$ cat config.mk
export PLATFORM = sky130hd
export DESIGN_NAME = mhu_host_end_flat
export DESIGN_NICKNAME = d
export VERILOG_FILES = /design/src/hdl/mhu_pkg.sv /design/src/hdl/mhu_link_if.sv /design/src/hdl/mhu_dev_end.sv /design/src/hdl/mhu_host_end.sv /design/src/flat_wrapper.sv
export SDC_FILE = /design/constraint.sdc
export NUM_CORES = 1
export LEC_CHECK = 0
export BUFFER_PORTS_ARGS = -buffer_cell sky130_fd_sc_hd__buf_2
export CELL_PAD_IN_SITES_DETAIL_PLACEMENT = 1
export CELL_PAD_IN_SITES_GLOBAL_PLACEMENT = 1
export CORE_ASPECT_RATIO = 1.25
export CORE_MARGIN = 2
export CORE_UTILIZATION = 44
export DETAILED_ROUTE_END_ITERATION = 10
export GPL_TIMING_DRIVEN = 1
export PLACE_DENSITY_LB_ADDON = 0.05
export SYNTH_ARGS = -nofsm -noshare
export SYNTH_HDL_FRONTEND = slang
export SYNTH_SLANG_ARGS = --single-unit
$ cat constraint.sdc
create_clock -name mclk_i -period 7.95 [get_ports mclk_i]
set_clock_uncertainty 0.1 [all_clocks]
set_input_delay 0.3975 -clock mclk_i [delete_from_list [all_inputs] [get_ports mclk_i]]
set_output_delay 0.3975 -clock mclk_i [all_outputs]
set_load 0.05 [all_outputs]
$ cat src/hdl/mhu_pkg.sv
// Shared constants and types for the module-to-host serial ports.
// Assumes one 40 MHz clock on both ends of the link.
package mhu_pkg;
  localparam int unsigned CLK_HZ      = 40_000_000;
  localparam int unsigned PRI_BAUD    = 2_500_000;
  localparam int unsigned DBG_BAUD    = 2_500_000;
  localparam int unsigned AUX_BAUD_0  = 115_200;
  localparam int unsigned AUX_BAUD_1  = 460_800;
  localparam int unsigned AUX_BAUD_2  = 921_600;
  localparam int unsigned AUX_BAUD_3  = 3_000_000;
  // High-speed signalling rate of the USB pair; the pair itself is analogue.
  localparam int unsigned USB_HS_BPS  = 480_000_000;
  localparam int unsigned DIV_W       = 16;
  localparam int unsigned DATA_BITS   = 8;
  localparam int unsigned FRAME_BITS  = 10;
  localparam int unsigned NPORT       = 3;
  localparam int unsigned PORT_PRI    = 0;
  localparam int unsigned PORT_AUX    = 1;
  localparam int unsigned PORT_DBG    = 2;

  // Cycles per bit, rounded to the nearest whole cycle.
  localparam logic [15:0] PRI_DIV = 16'((CLK_HZ + PRI_BAUD / 2) / PRI_BAUD);
  localparam logic [15:0] DBG_DIV = 16'((CLK_HZ + DBG_BAUD / 2) / DBG_BAUD);
  localparam logic [15:0] AUX_DIV_0 = 16'((CLK_HZ + AUX_BAUD_0 / 2) / AUX_BAUD_0);
  localparam logic [15:0] AUX_DIV_1 = 16'((CLK_HZ + AUX_BAUD_1 / 2) / AUX_BAUD_1);
  localparam logic [15:0] AUX_DIV_2 = 16'((CLK_HZ + AUX_BAUD_2 / 2) / AUX_BAUD_2);
  localparam logic [15:0] AUX_DIV_3 = 16'((CLK_HZ + AUX_BAUD_3 / 2) / AUX_BAUD_3);

  // Host register byte offsets.
  localparam logic [4:0] REG_CTRL   = 5'h00;
  localparam logic [4:0] REG_STATUS = 5'h04;
  localparam logic [4:0] REG_TX_PRI = 5'h08;
  localparam logic [4:0] REG_TX_AUX = 5'h0c;
  localparam logic [4:0] REG_TX_DBG = 5'h10;
  localparam logic [4:0] REG_RX_PRI = 5'h14;
  localparam logic [4:0] REG_RX_AUX = 5'h18;
  localparam logic [4:0] REG_RX_DBG = 5'h1c;

  // Control field positions.
  localparam int unsigned CTRL_PRI_RDY = 0;
  localparam int unsigned CTRL_DBG_RDY = 1;
  localparam int unsigned CTRL_AUX_EN  = 2;
  localparam int unsigned CTRL_RATE_LO = 3;
  localparam int unsigned CTRL_USB_PWR = 5;
  localparam int unsigned CTRL_W       = 6;
  localparam logic [5:0]  CTRL_RESET   = 6'h00;

  // Status field positions; a two-bit module ready group, then three-bit groups indexed by port.
  localparam int unsigned STS_MOD_RDY = 0;
  localparam int unsigned STS_RX_FULL = 2;
  localparam int unsigned STS_TX_RDY  = 5;
  localparam int unsigned STS_RX_ERR  = 8;

  typedef enum logic [0:0] {TX_IDLE, TX_SHIFT} mhu_tx_state_type;
  typedef enum logic [1:0] {RX_IDLE, RX_START, RX_DATA, RX_STOP} mhu_rx_state_type;

  function automatic logic [15:0] aux_div(input logic [1:0] sel);
    case (sel)
      2'h0:    aux_div = AUX_DIV_0;
      2'h1:    aux_div = AUX_DIV_1;
      2'h2:    aux_div = AUX_DIV_2;
      default: aux_div = AUX_DIV_3;
    endcase
  endfunction : aux_div
endpackage : mhu_pkg

$ cat src/hdl/mhu_link_if.sv
// Pin-level link between the module end and the host end.
// Assumes the bench resolves nothing: all pins are one-way.
interface mhu_link_if;
  logic primary_rx_line;
  logic primary_tx_line;
  logic primary_host_ready_n;
  logic primary_module_ready_n;
  logic aux_rx_line;
  logic aux_tx_line;
  logic aux_port_enable_n;
  logic debug_rx_line;
  logic debug_tx_line;
  logic debug_host_ready_in;
  logic debug_module_ready_out;
  logic usb_supply_present;

  modport dev (
    input  primary_rx_line, primary_host_ready_n, aux_rx_line, aux_port_enable_n,
    input  debug_rx_line, debug_host_ready_in, usb_supply_present,
    output primary_tx_line, primary_module_ready_n, aux_tx_line,
    output debug_tx_line, debug_module_ready_out
  );
  modport host (
    output primary_rx_line, primary_host_ready_n, aux_rx_line, aux_port_enable_n,
    output debug_rx_line, debug_host_ready_in, usb_supply_present,
    input  primary_tx_line, primary_module_ready_n, aux_tx_line,
    input  debug_tx_line, debug_module_ready_out
  );
endinterface : mhu_link_if

$ cat src/hdl/mhu_dev_end.sv
// Module end of the serial link: three ports plus the UART engines.
// Assumes link pins are asynchronous to mclk_i and are synchronised here.

module mhu_uart_tx (
  input  wire logic        clk_i,
  input  wire logic        rst_i,
  input  wire logic [15:0] div_i,
  input  wire logic        en_i,
  input  wire logic [7:0]  data_i,
  input  wire logic        valid_i,
  output logic             ready_o,
  output logic             line_o
);
  mhu_pkg::mhu_tx_state_type state_q;
  logic [15:0] cnt_q;
  logic [3:0]  bit_q;
  logic [9:0]  shift_q;

  // Disabling mid-frame aborts the character and returns the line high.
  always_ff @(posedge clk_i or posedge rst_i) begin
    if (rst_i) begin
      state_q <= mhu_pkg::TX_IDLE;
      cnt_q   <= 16'h0000;
      bit_q   <= 4'h0;
      shift_q <= 10'h3ff;
      ready_o <= 1'b0;
      line_o  <= 1'b1;
    end else begin
      unique case (state_q)
        mhu_pkg::TX_IDLE: begin
          line_o  <= 1'b1;
          ready_o <= en_i;
          if (valid_i && ready_o && en_i) begin
            shift_q <= {1'b1, data_i, 1'b0};
            line_o  <= 1'b0;
            ready_o <= 1'b0;
            cnt_q   <= div_i - 16'h0001;
            bit_q   <= 4'h0;
            state_q <= mhu_pkg::TX_SHIFT;
          end
        end
        mhu_pkg::TX_SHIFT: begin
          if (!en_i) begin
            line_o  <= 1'b1;
            state_q <= mhu_pkg::TX_IDLE;
          end else if (cnt_q != 16'h0000) begin
            cnt_q <= cnt_q - 16'h0001;
          end else if (bit_q == 4'(mhu_pkg::FRAME_BITS - 1)) begin
            line_o  <= 1'b1;
            ready_o <= en_i;
            state_q <= mhu_pkg::TX_IDLE;
          end else begin
            shift_q <= {1'b1, shift_q[9:1]};
            line_o  <= shift_q[1];
            bit_q   <= bit_q + 4'h1;
            cnt_q   <= div_i - 16'h0001;
          end
        end
      endcase
    end
  end
endmodule : mhu_uart_tx

module mhu_uart_rx (
  input  wire logic        clk_i,
  input  wire logic        rst_i,
  input  wire logic [15:0] div_i,
  input  wire logic        en_i,
  input  wire logic        line_i,
  output logic [7:0]       data_o,
  output logic             valid_o,
  output logic             err_o
);
  mhu_pkg::mhu_rx_state_type state_q;
  logic        meta_q;
  logic        sync_q;
  logic [15:0] cnt_q;
  logic [2:0]  bit_q;
  logic [7:0]  shift_q;

  always_ff @(posedge clk_i or posedge rst_i) begin
    if (rst_i) begin
      meta_q <= 1'b1;
      sync_q <= 1'b1;
    end else begin
      meta_q <= line_i;
      sync_q <= meta_q;
    end
  end

  // A start pulse shorter than half a bit is treated as noise.
  always_ff @(posedge clk_i or posedge rst_i) begin
    if (rst_i) begin
      state_q <= mhu_pkg::RX_IDLE;
      cnt_q   <= 16'h0000;
      bit_q   <= 3'h0;
      shift_q <= 8'h00;
      data_o  <= 8'h00;
      valid_o <= 1'b0;
      err_o   <= 1'b0;
    end else begin
      valid_o <= 1'b0;
      err_o   <= 1'b0;
      if (!en_i) begin
        state_q <= mhu_pkg::RX_IDLE;
      end else begin
        unique case (state_q)
          mhu_pkg::RX_IDLE: begin
            if (!sync_q) begin
              cnt_q   <= {1'b0, div_i[15:1]};
              state_q <= mhu_pkg::RX_START;
            end
          end
          mhu_pkg::RX_START: begin
            if (cnt_q != 16'h0000) begin
              cnt_q <= cnt_q - 16'h0001;
            end else if (!sync_q) begin
              cnt_q   <= div_i - 16'h0001;
              bit_q   <= 3'h0;
              state_q <= mhu_pkg::RX_DATA;
            end else begin
              state_q <= mhu_pkg::RX_IDLE;
            end
          end
          mhu_pkg::RX_DATA: begin
            if (cnt_q != 16'h0000) begin
              cnt_q <= cnt_q - 16'h0001;
            end else begin
              shift_q <= {sync_q, shift_q[7:1]};
              cnt_q   <= div_i - 16'h0001;
              bit_q   <= bit_q + 3'h1;
              if (bit_q == 3'(mhu_pkg::DATA_BITS - 1)) begin
                state_q <= mhu_pkg::RX_STOP;
              end
            end
          end
          mhu_pkg::RX_STOP: begin
            if (cnt_q != 16'h0000) begin
              cnt_q <= cnt_q - 16'h0001;
            end else begin
              state_q <= mhu_pkg::RX_IDLE;
              if (sync_q) begin
                data_o  <= shift_q;
                valid_o <= 1'b1;
              end else begin
                err_o <= 1'b1;
              end
            end
          end
        endcase
      end
    end
  end
endmodule : mhu_uart_rx


$ cat src/hdl/mhu_host_end.sv
// Host end of the serial link, commanded over an Avalon-MM slave.
// Assumes mhu_uart_tx and mhu_uart_rx from the module end are compiled.
module mhu_host_end (
  input  wire logic        mclk_i,
  input  wire logic        rst_i,
  mhu_link_if.host         link,
  input  wire logic [4:0]  avs_address_i,
  input  wire logic        avs_read_i,
  input  wire logic        avs_write_i,
  input  wire logic [31:0] avs_writedata_i,
  output logic      [31:0] avs_readdata_o,
  output logic             avs_waitrequest_o
);
  logic [5:0]       ctrl_q;
  logic [2:0][7:0]  rx_buf_q;
  logic [2:0]       rx_full_q;
  logic [2:0]       rx_err_q;
  logic [1:0]       rdy_meta_q;
  logic [1:0]       rdy_sync_q;
  logic [2:0][15:0] div;
  logic [2:0]       en;
  logic [2:0]       tx_ready;
  logic [2:0]       tx_valid;
  logic [2:0]       tx_line;
  logic [2:0]       rx_line;
  logic [2:0][7:0]  rx_data;
  logic [2:0]       rx_valid;
  logic [2:0]       rx_err;
  logic [2:0]       pop;
  logic             done_wr;
  logic             done_rd;
  logic [31:0]      status;

  assign done_wr = avs_write_i && !avs_waitrequest_o;
  assign done_rd = avs_read_i && !avs_waitrequest_o;
  assign div[mhu_pkg::PORT_PRI] = mhu_pkg::PRI_DIV;
  assign div[mhu_pkg::PORT_AUX] = mhu_pkg::aux_div(ctrl_q[mhu_pkg::CTRL_RATE_LO +: 2]);
  assign div[mhu_pkg::PORT_DBG] = mhu_pkg::DBG_DIV;
  assign en = {1'b1, ctrl_q[mhu_pkg::CTRL_AUX_EN], 1'b1};
  assign tx_valid = {done_wr && avs_address_i == mhu_pkg::REG_TX_DBG,
                     done_wr && avs_address_i == mhu_pkg::REG_TX_AUX,
                     done_wr && avs_address_i == mhu_pkg::REG_TX_PRI};
  assign pop = {done_rd && avs_address_i == mhu_pkg::REG_RX_DBG,
                done_rd && avs_address_i == mhu_pkg::REG_RX_AUX,
                done_rd && avs_address_i == mhu_pkg::REG_RX_PRI};
  assign rx_line = {link.debug_tx_line, link.aux_tx_line, link.primary_tx_line};
  assign link.primary_rx_line = tx_line[mhu_pkg::PORT_PRI];
  assign link.aux_rx_line     = tx_line[mhu_pkg::PORT_AUX];
  assign link.debug_rx_line   = tx_line[mhu_pkg::PORT_DBG];
  assign status = 32'({rx_err_q, tx_ready, rx_full_q, rdy_sync_q});

  // Bus slave: one wait cycle, then the access completes.
  always_ff @(posedge mclk_i or posedge rst_i) begin
    if (rst_i) begin
      avs_waitrequest_o <= 1'b1;
      avs_readdata_o    <= 32'h0000_0000;
    end else begin
      avs_waitrequest_o <= !((avs_read_i || avs_write_i) && avs_waitrequest_o);
      if (avs_read_i && avs_waitrequest_o) begin
        unique case (avs_address_i)
          mhu_pkg::REG_CTRL:   avs_readdata_o <= 32'(ctrl_q);
          mhu_pkg::REG_STATUS: avs_readdata_o <= status;
          mhu_pkg::REG_RX_PRI: avs_readdata_o <= 32'(rx_buf_q[mhu_pkg::PORT_PRI]);
          mhu_pkg::REG_RX_AUX: avs_readdata_o <= 32'(rx_buf_q[mhu_pkg::PORT_AUX]);
          mhu_pkg::REG_RX_DBG: avs_readdata_o <= 32'(rx_buf_q[mhu_pkg::PORT_DBG]);
          default:             avs_readdata_o <= 32'h0000_0000;
        endcase
      end
    end
  end

  always_ff @(posedge mclk_i or posedge rst_i) begin
    if (rst_i) begin
      ctrl_q <= mhu_pkg::CTRL_RESET;
    end else if (done_wr && avs_address_i == mhu_pkg::REG_CTRL) begin
      ctrl_q <= avs_writedata_i[mhu_pkg::CTRL_W-1:0];
    end
  end

  // Pins come from dedicated flops; the enable idles high as an open pin would.
  always_ff @(posedge mclk_i or posedge rst_i) begin
    if (rst_i) begin
      link.primary_host_ready_n <= 1'b1;
      link.debug_host_ready_in  <= 1'b0;
      link.aux_port_enable_n    <= 1'b1;
      link.usb_supply_present   <= 1'b0;
    end else begin
      link.primary_host_ready_n <= !ctrl_q[mhu_pkg::CTRL_PRI_RDY];
      link.debug_host_ready_in  <= ctrl_q[mhu_pkg::CTRL_DBG_RDY];
      link.aux_port_enable_n    <= !ctrl_q[mhu_pkg::CTRL_AUX_EN];
      link.usb_supply_present   <= ctrl_q[mhu_pkg::CTRL_USB_PWR];
    end
  end

  always_ff @(posedge mclk_i or posedge rst_i) begin
    if (rst_i) begin
      rdy_meta_q <= 2'h0;
      rdy_sync_q <= 2'h0;
    end else begin
      rdy_meta_q <= {link.debug_module_ready_out, !link.primary_module_ready_n};
      rdy_sync_q <= rdy_meta_q;
    end
  end

  // A new character beats a pop in the same cycle; an unread one is overwritten.
  always_ff @(posedge mclk_i or posedge rst_i) begin
    if (rst_i) begin
      rx_buf_q  <= '0;
      rx_full_q <= 3'h0;
      rx_err_q  <= 3'h0;
    end else begin
      for (int p = 0; p < mhu_pkg::NPORT; p++) begin
        if (rx_valid[p]) begin
          rx_buf_q[p]  <= rx_data[p];
          rx_full_q[p] <= 1'b1;
        end else if (pop[p]) begin
          rx_full_q[p] <= 1'b0;
        end
        if (rx_err[p]) begin
          rx_err_q[p] <= 1'b1;
        end else if (done_wr && avs_address_i == mhu_pkg::REG_STATUS && avs_writedata_i[mhu_pkg::STS_RX_ERR + p]) begin
          rx_err_q[p] <= 1'b0;
        end
      end
    end
  end

  for (genvar p = 0; p < mhu_pkg::NPORT; p++) begin : g_port
    mhu_uart_tx u_tx (
      .clk_i   (mclk_i),
      .rst_i   (rst_i),
      .div_i   (div[p]),
      .en_i    (en[p]),
      .data_i  (avs_writedata_i[7:0]),
      .valid_i (tx_valid[p]),
      .ready_o (tx_ready[p]),
      .line_o  (tx_line[p])
    );
    mhu_uart_rx u_rx (
      .clk_i   (mclk_i),
      .rst_i   (rst_i),
      .div_i   (div[p]),
      .en_i    (en[p]),
      .line_i  (rx_line[p]),
      .data_o  (rx_data[p]),
      .valid_o (rx_valid[p]),
      .err_o   (rx_err[p])
    );
  end
endmodule : mhu_host_end

$ cat src/flat_wrapper.sv
// flat-port wrapper written by rule: the top's interface ports become plain ports
module mhu_host_end_flat 
  (mclk_i, rst_i, avs_address_i, avs_read_i, avs_write_i, avs_writedata_i, avs_readdata_o, avs_waitrequest_o, link_primary_rx_line, link_primary_host_ready_n, link_aux_rx_line, link_aux_port_enable_n, link_debug_rx_line, link_debug_host_ready_in, link_usb_supply_present, link_primary_tx_line, link_primary_module_ready_n, link_aux_tx_line, link_debug_tx_line, link_debug_module_ready_out);
  mhu_link_if link_i ();
  input  wire logic mclk_i;
  input  wire logic rst_i;
  input  wire logic [4:0] avs_address_i;
  input  wire logic avs_read_i;
  input  wire logic avs_write_i;
  input  wire logic [31:0] avs_writedata_i;
  output logic      [31:0] avs_readdata_o;
  output logic avs_waitrequest_o;
  output wire logic [$bits(link_i.primary_rx_line)-1:0] link_primary_rx_line;
  output wire logic [$bits(link_i.primary_host_ready_n)-1:0] link_primary_host_ready_n;
  output wire logic [$bits(link_i.aux_rx_line)-1:0] link_aux_rx_line;
  output wire logic [$bits(link_i.aux_port_enable_n)-1:0] link_aux_port_enable_n;
  output wire logic [$bits(link_i.debug_rx_line)-1:0] link_debug_rx_line;
  output wire logic [$bits(link_i.debug_host_ready_in)-1:0] link_debug_host_ready_in;
  output wire logic [$bits(link_i.usb_supply_present)-1:0] link_usb_supply_present;
  input wire logic [$bits(link_i.primary_tx_line)-1:0] link_primary_tx_line;
  input wire logic [$bits(link_i.primary_module_ready_n)-1:0] link_primary_module_ready_n;
  input wire logic [$bits(link_i.aux_tx_line)-1:0] link_aux_tx_line;
  input wire logic [$bits(link_i.debug_tx_line)-1:0] link_debug_tx_line;
  input wire logic [$bits(link_i.debug_module_ready_out)-1:0] link_debug_module_ready_out;
  assign link_primary_rx_line = link_i.primary_rx_line;
  assign link_primary_host_ready_n = link_i.primary_host_ready_n;
  assign link_aux_rx_line = link_i.aux_rx_line;
  assign link_aux_port_enable_n = link_i.aux_port_enable_n;
  assign link_debug_rx_line = link_i.debug_rx_line;
  assign link_debug_host_ready_in = link_i.debug_host_ready_in;
  assign link_usb_supply_present = link_i.usb_supply_present;
  assign link_i.primary_tx_line = link_primary_tx_line;
  assign link_i.primary_module_ready_n = link_primary_module_ready_n;
  assign link_i.aux_tx_line = link_aux_tx_line;
  assign link_i.debug_tx_line = link_debug_tx_line;
  assign link_i.debug_module_ready_out = link_debug_module_ready_out;
  mhu_host_end u_core (.mclk_i(mclk_i), .rst_i(rst_i), .link(link_i), .avs_address_i(avs_address_i), .avs_read_i(avs_read_i), .avs_write_i(avs_write_i), .avs_writedata_i(avs_writedata_i), .avs_readdata_o(avs_readdata_o), .avs_waitrequest_o(avs_waitrequest_o));
endmodule
Word-level counts from Yosys, hierarchy flattened
Cells that the tools add are included.
Widths: inputs -> output; s select.
{ "word_totals": {"regBits": 299, "in_bits": 46} }
{ "classes": {"mux": 162, "reduce_logical": 69, "bitwise_logic": 6, "n_addsub": 13, "n_eq_ne": 68} }
{ "op_table": {"columns": ["operator", "n"], "rows": [
  ["$mux 16", 25],
  ["$pmux 16 s4", 3],
  ["$sub 16x1->16 const B", 7],
  ["$mux 10", 10],
  ["$pmux 16 s2", 3],
  ["$reduce_bool 16->1", 6],
  ["$mux 1", 60],
  ["$pmux 10 s2", 3],
  ["$ne 2x2->1 const B", 28],
  ["$pmux 11 s5", 1],
  ["$mux 4", 10],
  ["$mux 2", 19],
  ["$ne 3x3->1 const B", 12],
  ["$mux 3", 9],
  ["$pmux 9 s3", 1],
  ["$reduce_and 3->1", 9],
  ["$pmux 2 s4", 3],
  ["$pmux 4 s2", 3],
  ["$eq 5x5->1 const B", 4],
  ["$reduce_and 4->1", 5],
  ["$reduce_and 5->1", 4],
  ["$logic_and 1x1->1", 19],
  ["$pmux 1 s2", 9],
  ["$pmux 3 s2", 3],
  ["other kinds (16)", 62]
]} }

Logic depth before layout (Yosys ltp)
{ "depth": {"depth_word": 7, "depth_mapped": 9} }

Modules after synthesis
From an unflattened synthesis, not the netlist that was laid out.
{ "unflattened": {"cells_unflattened": 1835, "hier_area_um2": 17286.6} }
{ "modules_own_cells": {"columns": ["module", "instances", "area_each_um2", "seq_area_each_um2", "cells_per_inst"], "rows": [
  ["mhu_uart_rx at u_core.g_port[1].u_rx ...", 2, 2660.1, 1028.5, 302],
  ["mhu_uart_tx at u_core.g_port[0].u_tx ...", 2, 2075.7, 787.0, 237],
  ["mhu_uart_rx at u_core.g_port[0].u_rx", 1, 2989.1, 1028.5, 303],
  ["mhu_host_end", 1, 2627.5, 1405.1, 222],
  ["mhu_uart_tx at u_core.g_port[2].u_tx", 1, 2198.4, 787.0, 232]
]} }

Least setup slack after synthesis
Ideal clock, no wire load.
{ "synth_timing": {"path_type": "reg-to-reg", "from": "reg u_core.g_port[2].u_tx.cnt_q[0]", "to": "reg u_core.g_port[2].u_tx.cnt_q[10]", "stages_incl_launch_ff": 10, "setup_slack_ns": 5.361, "path_buffers": 2, "required_time_ns": 7.710, "arrival_ns": 2.349, "setup_time_ns": 0.140, "path_cell_list": "dfrtp_1 -> inv_1 -> ha_1 -> or4b_1 -> or4_4 -> buf_6 -> a22o_1 -> clkbuf_1 -> o311ai_0 -> o41ai_1"} }
{ "synth_via": {"elab_chain_cells": 3} }
{ "synth_lines": {"columns": ["item", "line", "rtl"], "rows": [
  ["start, declared", "mhu_dev_end.sv:15", "logic [15:0] cnt_q;"],
  ["start signal, assigned", "mhu_dev_end.sv:37", "cnt_q <= div_i - 16'h0001;"],
  ["start signal, assigned", "mhu_dev_end.sv:47", "cnt_q <= cnt_q - 16'h0001;"],
  ["start signal, assigned", "mhu_dev_end.sv:56", "cnt_q <= div_i - 16'h0001;"],
  ["$sub 16x1->16 or $reduce_bool 16->1 (tied branches)", "mhu_dev_end.sv:47, mhu_dev_end.sv:46", null],
  ["$mux 16 or $ne 3x3->1 (tied branches)", null, null],
  ["$pmux 16 s2 or $reduce_and 2->1 (tied branches)", null, null]
]} }
Parallel ways exist; a longest one is shown, timed or not.
A chain may end at the register's enable or synchronous reset.

Worst setup path after layout
{ "layout_timing": {"from": "reg u_core.g_port[1].u_rx.cnt_q[0]", "to": "reg u_core.g_port[1].u_rx.cnt_q[9]"} }
{ "layout_via": {"elab_chain_cells": 3} }
{ "layout_lines": {"columns": ["item", "line", "rtl"], "rows": [
  ["start, declared", "mhu_dev_end.sv:77", "logic [15:0] cnt_q;"],
  ["start signal, assigned", "mhu_dev_end.sv:110", "cnt_q <= {1'b0, div_i[15:1]};"],
  ["start signal, assigned", "mhu_dev_end.sv:116", "cnt_q <= cnt_q - 16'h0001;"],
  ["start signal, assigned", "mhu_dev_end.sv:118", "cnt_q <= div_i - 16'h0001;"],
  ["$sub 16x1->16 or $reduce_bool 16->1 (tied branches)", null, null],
  ["$mux 16, or another cell as far along", "mhu_dev_end.sv:138", "if (cnt_q != 16'h0000) begin"],
  ["$pmux 16 s4 or $reduce_and 4->1 (tied branches)", null, null]
]} }
Parallel ways exist; a longest one is shown, timed or not. The select of a mux whose other input is x is not followed.

==> flow_summary.json <==
{
  "clk_latency_ns": 0.57,
  "syn2layout_area_growth_pct": 11.0,
  "rows": 72,
  "grt-ovfl-total": 0,
  "diodes": 0,
  "clockBufferDepth": 3,
  "final_hold_viol_count": 0,
  "wl_um": 33500,
  "syn-cell-area_um2": 13700,
  "ys_ff_latch": 272,
  "regArea_um2": 6850,
  "coreArea_um2": 30900,
  "die_w_um": 162,
  "yosysWarnings": 0,
  "cp-end-kind": "flip-flop",
  "grtUsageTotal_pct": 20.9,
  "drc": 0,
  "routabilityCongestion": 0.784,
  "port_buffers": 43,
  "synth-async-reset-ratio_pct": 100,
  "drt_iter0_markers": 663,
  "setup_violations": 0,
  "drv_slew": 0,
  "firstDrtPassIters": 5,
  "rsz0062_at_grt": "no",
  "period_needed_ns": 3.39,
  "status": "finished, final reports clean",
  "worst_pin_slew_ns": 1.09,
  "cts_buffers": 29,
  "n_fill_cell": 3393,
  "drive_above_1_share_pct": 16.7,
  "die_y_um": 202,
  "synth-edff-count": 0,
  "cp.required_ns": 8.29,
  "cts_setup_buffers": 0,
  "fin_nets": 1459,
  "relSlewSlack_pct": 26.9,
  "wl_per_cell_um": 18.6,
  "synthTopCellsByCount": "dfrtp_1, nor2_1, nand2_1",
  "synth_cell_types": 78,
  "path_clk_slew_ns": 0.06,
  "synth.most_common_cell": "dfrtp_1",
  "h-tree-depth": 1,
  "power_density_nw_per_um2": 269,
  "ant_nets": 0,
  "multi_input_area_um2": 6350,
  "setup_tns_ns": 0,
  "synth_top_cell_by_area": "dfrtp_1",
  "cts_sinks": 272,
  "vias": 10400,
  "grt_max_degree": 156,
  "worstPathMaxFanout": 10,
  "drv_cap": 0,
  "max-vdd-ir-drop_uv": 250,
  "start_util_pct": 44.5,
  "seq_area_frac_synth_pct": 49.8,
  "fin_crit_sh_pct": 42.6,
  "grt_pass1_vias": 10800,
  "cp.arrival_ns": 3.73,
  "die-area_um2": 32700,
  "cts_tree": "yes",
  "synthCells": 1348,
  "max_freq_ghz": 0.295,
  "antenna_found_initial": 0,
  "fin_cells": 1807,
  "num_io_pins": 86,
  "cp-start-kind": "flip-flop",
  "leakagePower_nw": 6.82,
  "grt_pass1_wl_um": 56400,
  "dp.cells": 1742,
  "synth_flop_cell": "dfrtp_1",
  "min_path_type": "primary input to flip-flop",
  "synth_top_area_share_pct": 43.0,
  "syn_area_per_cell_um2": 10.2,
  "synthTopCellsByArea": "dfrtp_1, dfstp_2, mux2_2, ha_1, nor2_1",
  "critical_path_class": "flip-flop to flip-flop",
  "clock-root-buffer": "clkbuf_16",
  "cts_resized": 0,
  "dp_hpwl_um": 22600,
  "hold_buffers": 11,
  "via_per_inst": 5.78
}
worst paths after layout:
check	from	end	slack [ns]	cells past startpoint
min	avs_writedata_i[4]	u_core.g_port[2].u_tx.shift_q[5]	0.03	3
max in group asynchronous	rst_i	u_core.link.usb_supply_present	5.94	4
min in group asynchronous	rst_i	u_core.g_port[0].u_rx.cnt_q[6]	0.47	3
max	u_core.g_port[1].u_rx.cnt_q[0]	u_core.g_port[1].u_rx.cnt_q[9]	4.56	7
min reg2reg	u_core.g_port[0].u_rx.meta_q	u_core.g_port[0].u_rx.sync_q	0.26	0
max reg2reg	u_core.g_port[1].u_rx.cnt_q[0]	u_core.g_port[1].u_rx.cnt_q[9]	4.56	7
through the flow:
stage / worst slack (ns) / utilization [%] / power (mW) / hold slack (ns) / instance area [um2]
6_report: 4.56 / 49.4 / 4.11 / 0.0268 / 15300
5_1_grt: 4.28 / 49.4 / 4.39 / 0.0335 / 15300
4_1_cts: 4.56 / 49.4 / 4.18 / 0.00712 / 15300
3_5_place_dp: 4.51 / 46.0 / 2.81 / 0.248 / 14200
3_3_place_gp: 4.54 / 46.0 / 2.77 / 0.242 / 14200
2_1_floorplan: 0.0167 / - / 2.54 / 0.231 / 13800
placed cells by master, fill, tap and decap left out, types with 16 or more instances in the layout:
cell type	Yosys	layout
nor2_1	110	110
mux2_2	83	83
nand4_1	19	19
o21ai_0	72	72
dfrtp_1	236	236
nand2_1	93	93
inv_1	54	53
ha_1	36	36
buf_2	4	43
a21oi_1	77	77
xor2_1	16	16
nor4_1	26	26
or3_1	17	17
clkbuf_16	0	29
nand3_1	53	53
mux2i_1	26	26
nor3_1	35	35
dfstp_2	36	36
conb_1	1	21
kinds of logic (layout without fill, tap and decap cells):
logic type	count (synthesis)	count (layout)	share of synthesized area, %
and+or+nand+nor	459	459	17.4
adders and majority gates	36	36	3.28
other	1	21	0.0273
AOI/OAI and AO/OA	313	313	15.1
muxes	109	109	8.69
xor gates and xnor gates	19	19	1.21
DFF	272	272	49.8
buffers and inverters	139	171	4.47
registers in the layout, indices dropped and copies added, names as in the netlist, 4 cells and up, named ones only:
name,count
u_core.g_port.u_rx.cnt_q,48
u_core.g_port.u_tx.cnt_q,48
u_core.g_port.u_rx.bit_q,9
u_core.g_port.u_rx.shift_q,24
u_core.g_port.u_rx.data_o,24
u_core.ctrl_q,6
u_core.rx_buf_q,24
u_core.g_port.u_tx.shift_q,24
u_core.avs_readdata_o,11
u_core.g_port.u_rx.state_q,4
u_core.g_port.u_tx.bit_q,12
power breakdown:
part           internal (mW)  total [mW]  switching (mW)
registers               1.58        1.75           0.172
clock network          0.760        1.34           0.576
logic                  0.385        1.03           0.643
total                   2.72        4.11            1.39
final cells by class:
| class | instances | area share [%] |
|---|---|---|
| flip-flops and latches | 272 | 44.9 |
| clock inverters | 15 | 0.762 |
| repair buffers | 61 | 2.56 |
| multi-input cells | 957 | 41.6 |
| inverters | 56 | 1.43 |
| well taps | 407 | 3.34 |
| clock buffers | 39 | 5.39 |
routing by layer:
| metal | wire length, um | part of all wire, % | vias to the layer above | GRT usage (%) |
|---|---|---|---|---|
| li1 | - | - | 4952 | - |
| met1 | 15500 | 46 | 5315 | 28.0 |
| met2 | 16500 | 49 | 137 | 36.1 |
| met3 | 1010 | 3.0 | 35 | 2.37 |
| met4 | 573 | 1.7 | 0 | 5.21 |
| met5 | 0 | 0 | - | 0 |
critical path, cell delays in order, from the launching register on:
cell and delay [ns]:
dfrtp_1 0.40, inv_1 0.11, ha_1 0.25, nor3b_1 0.77, nand4_1 0.57, a21oi_1 0.66, o21ai_0 0.18, a32o_1 0.23
No activity file was read; power rests on OpenSTA's default activity.
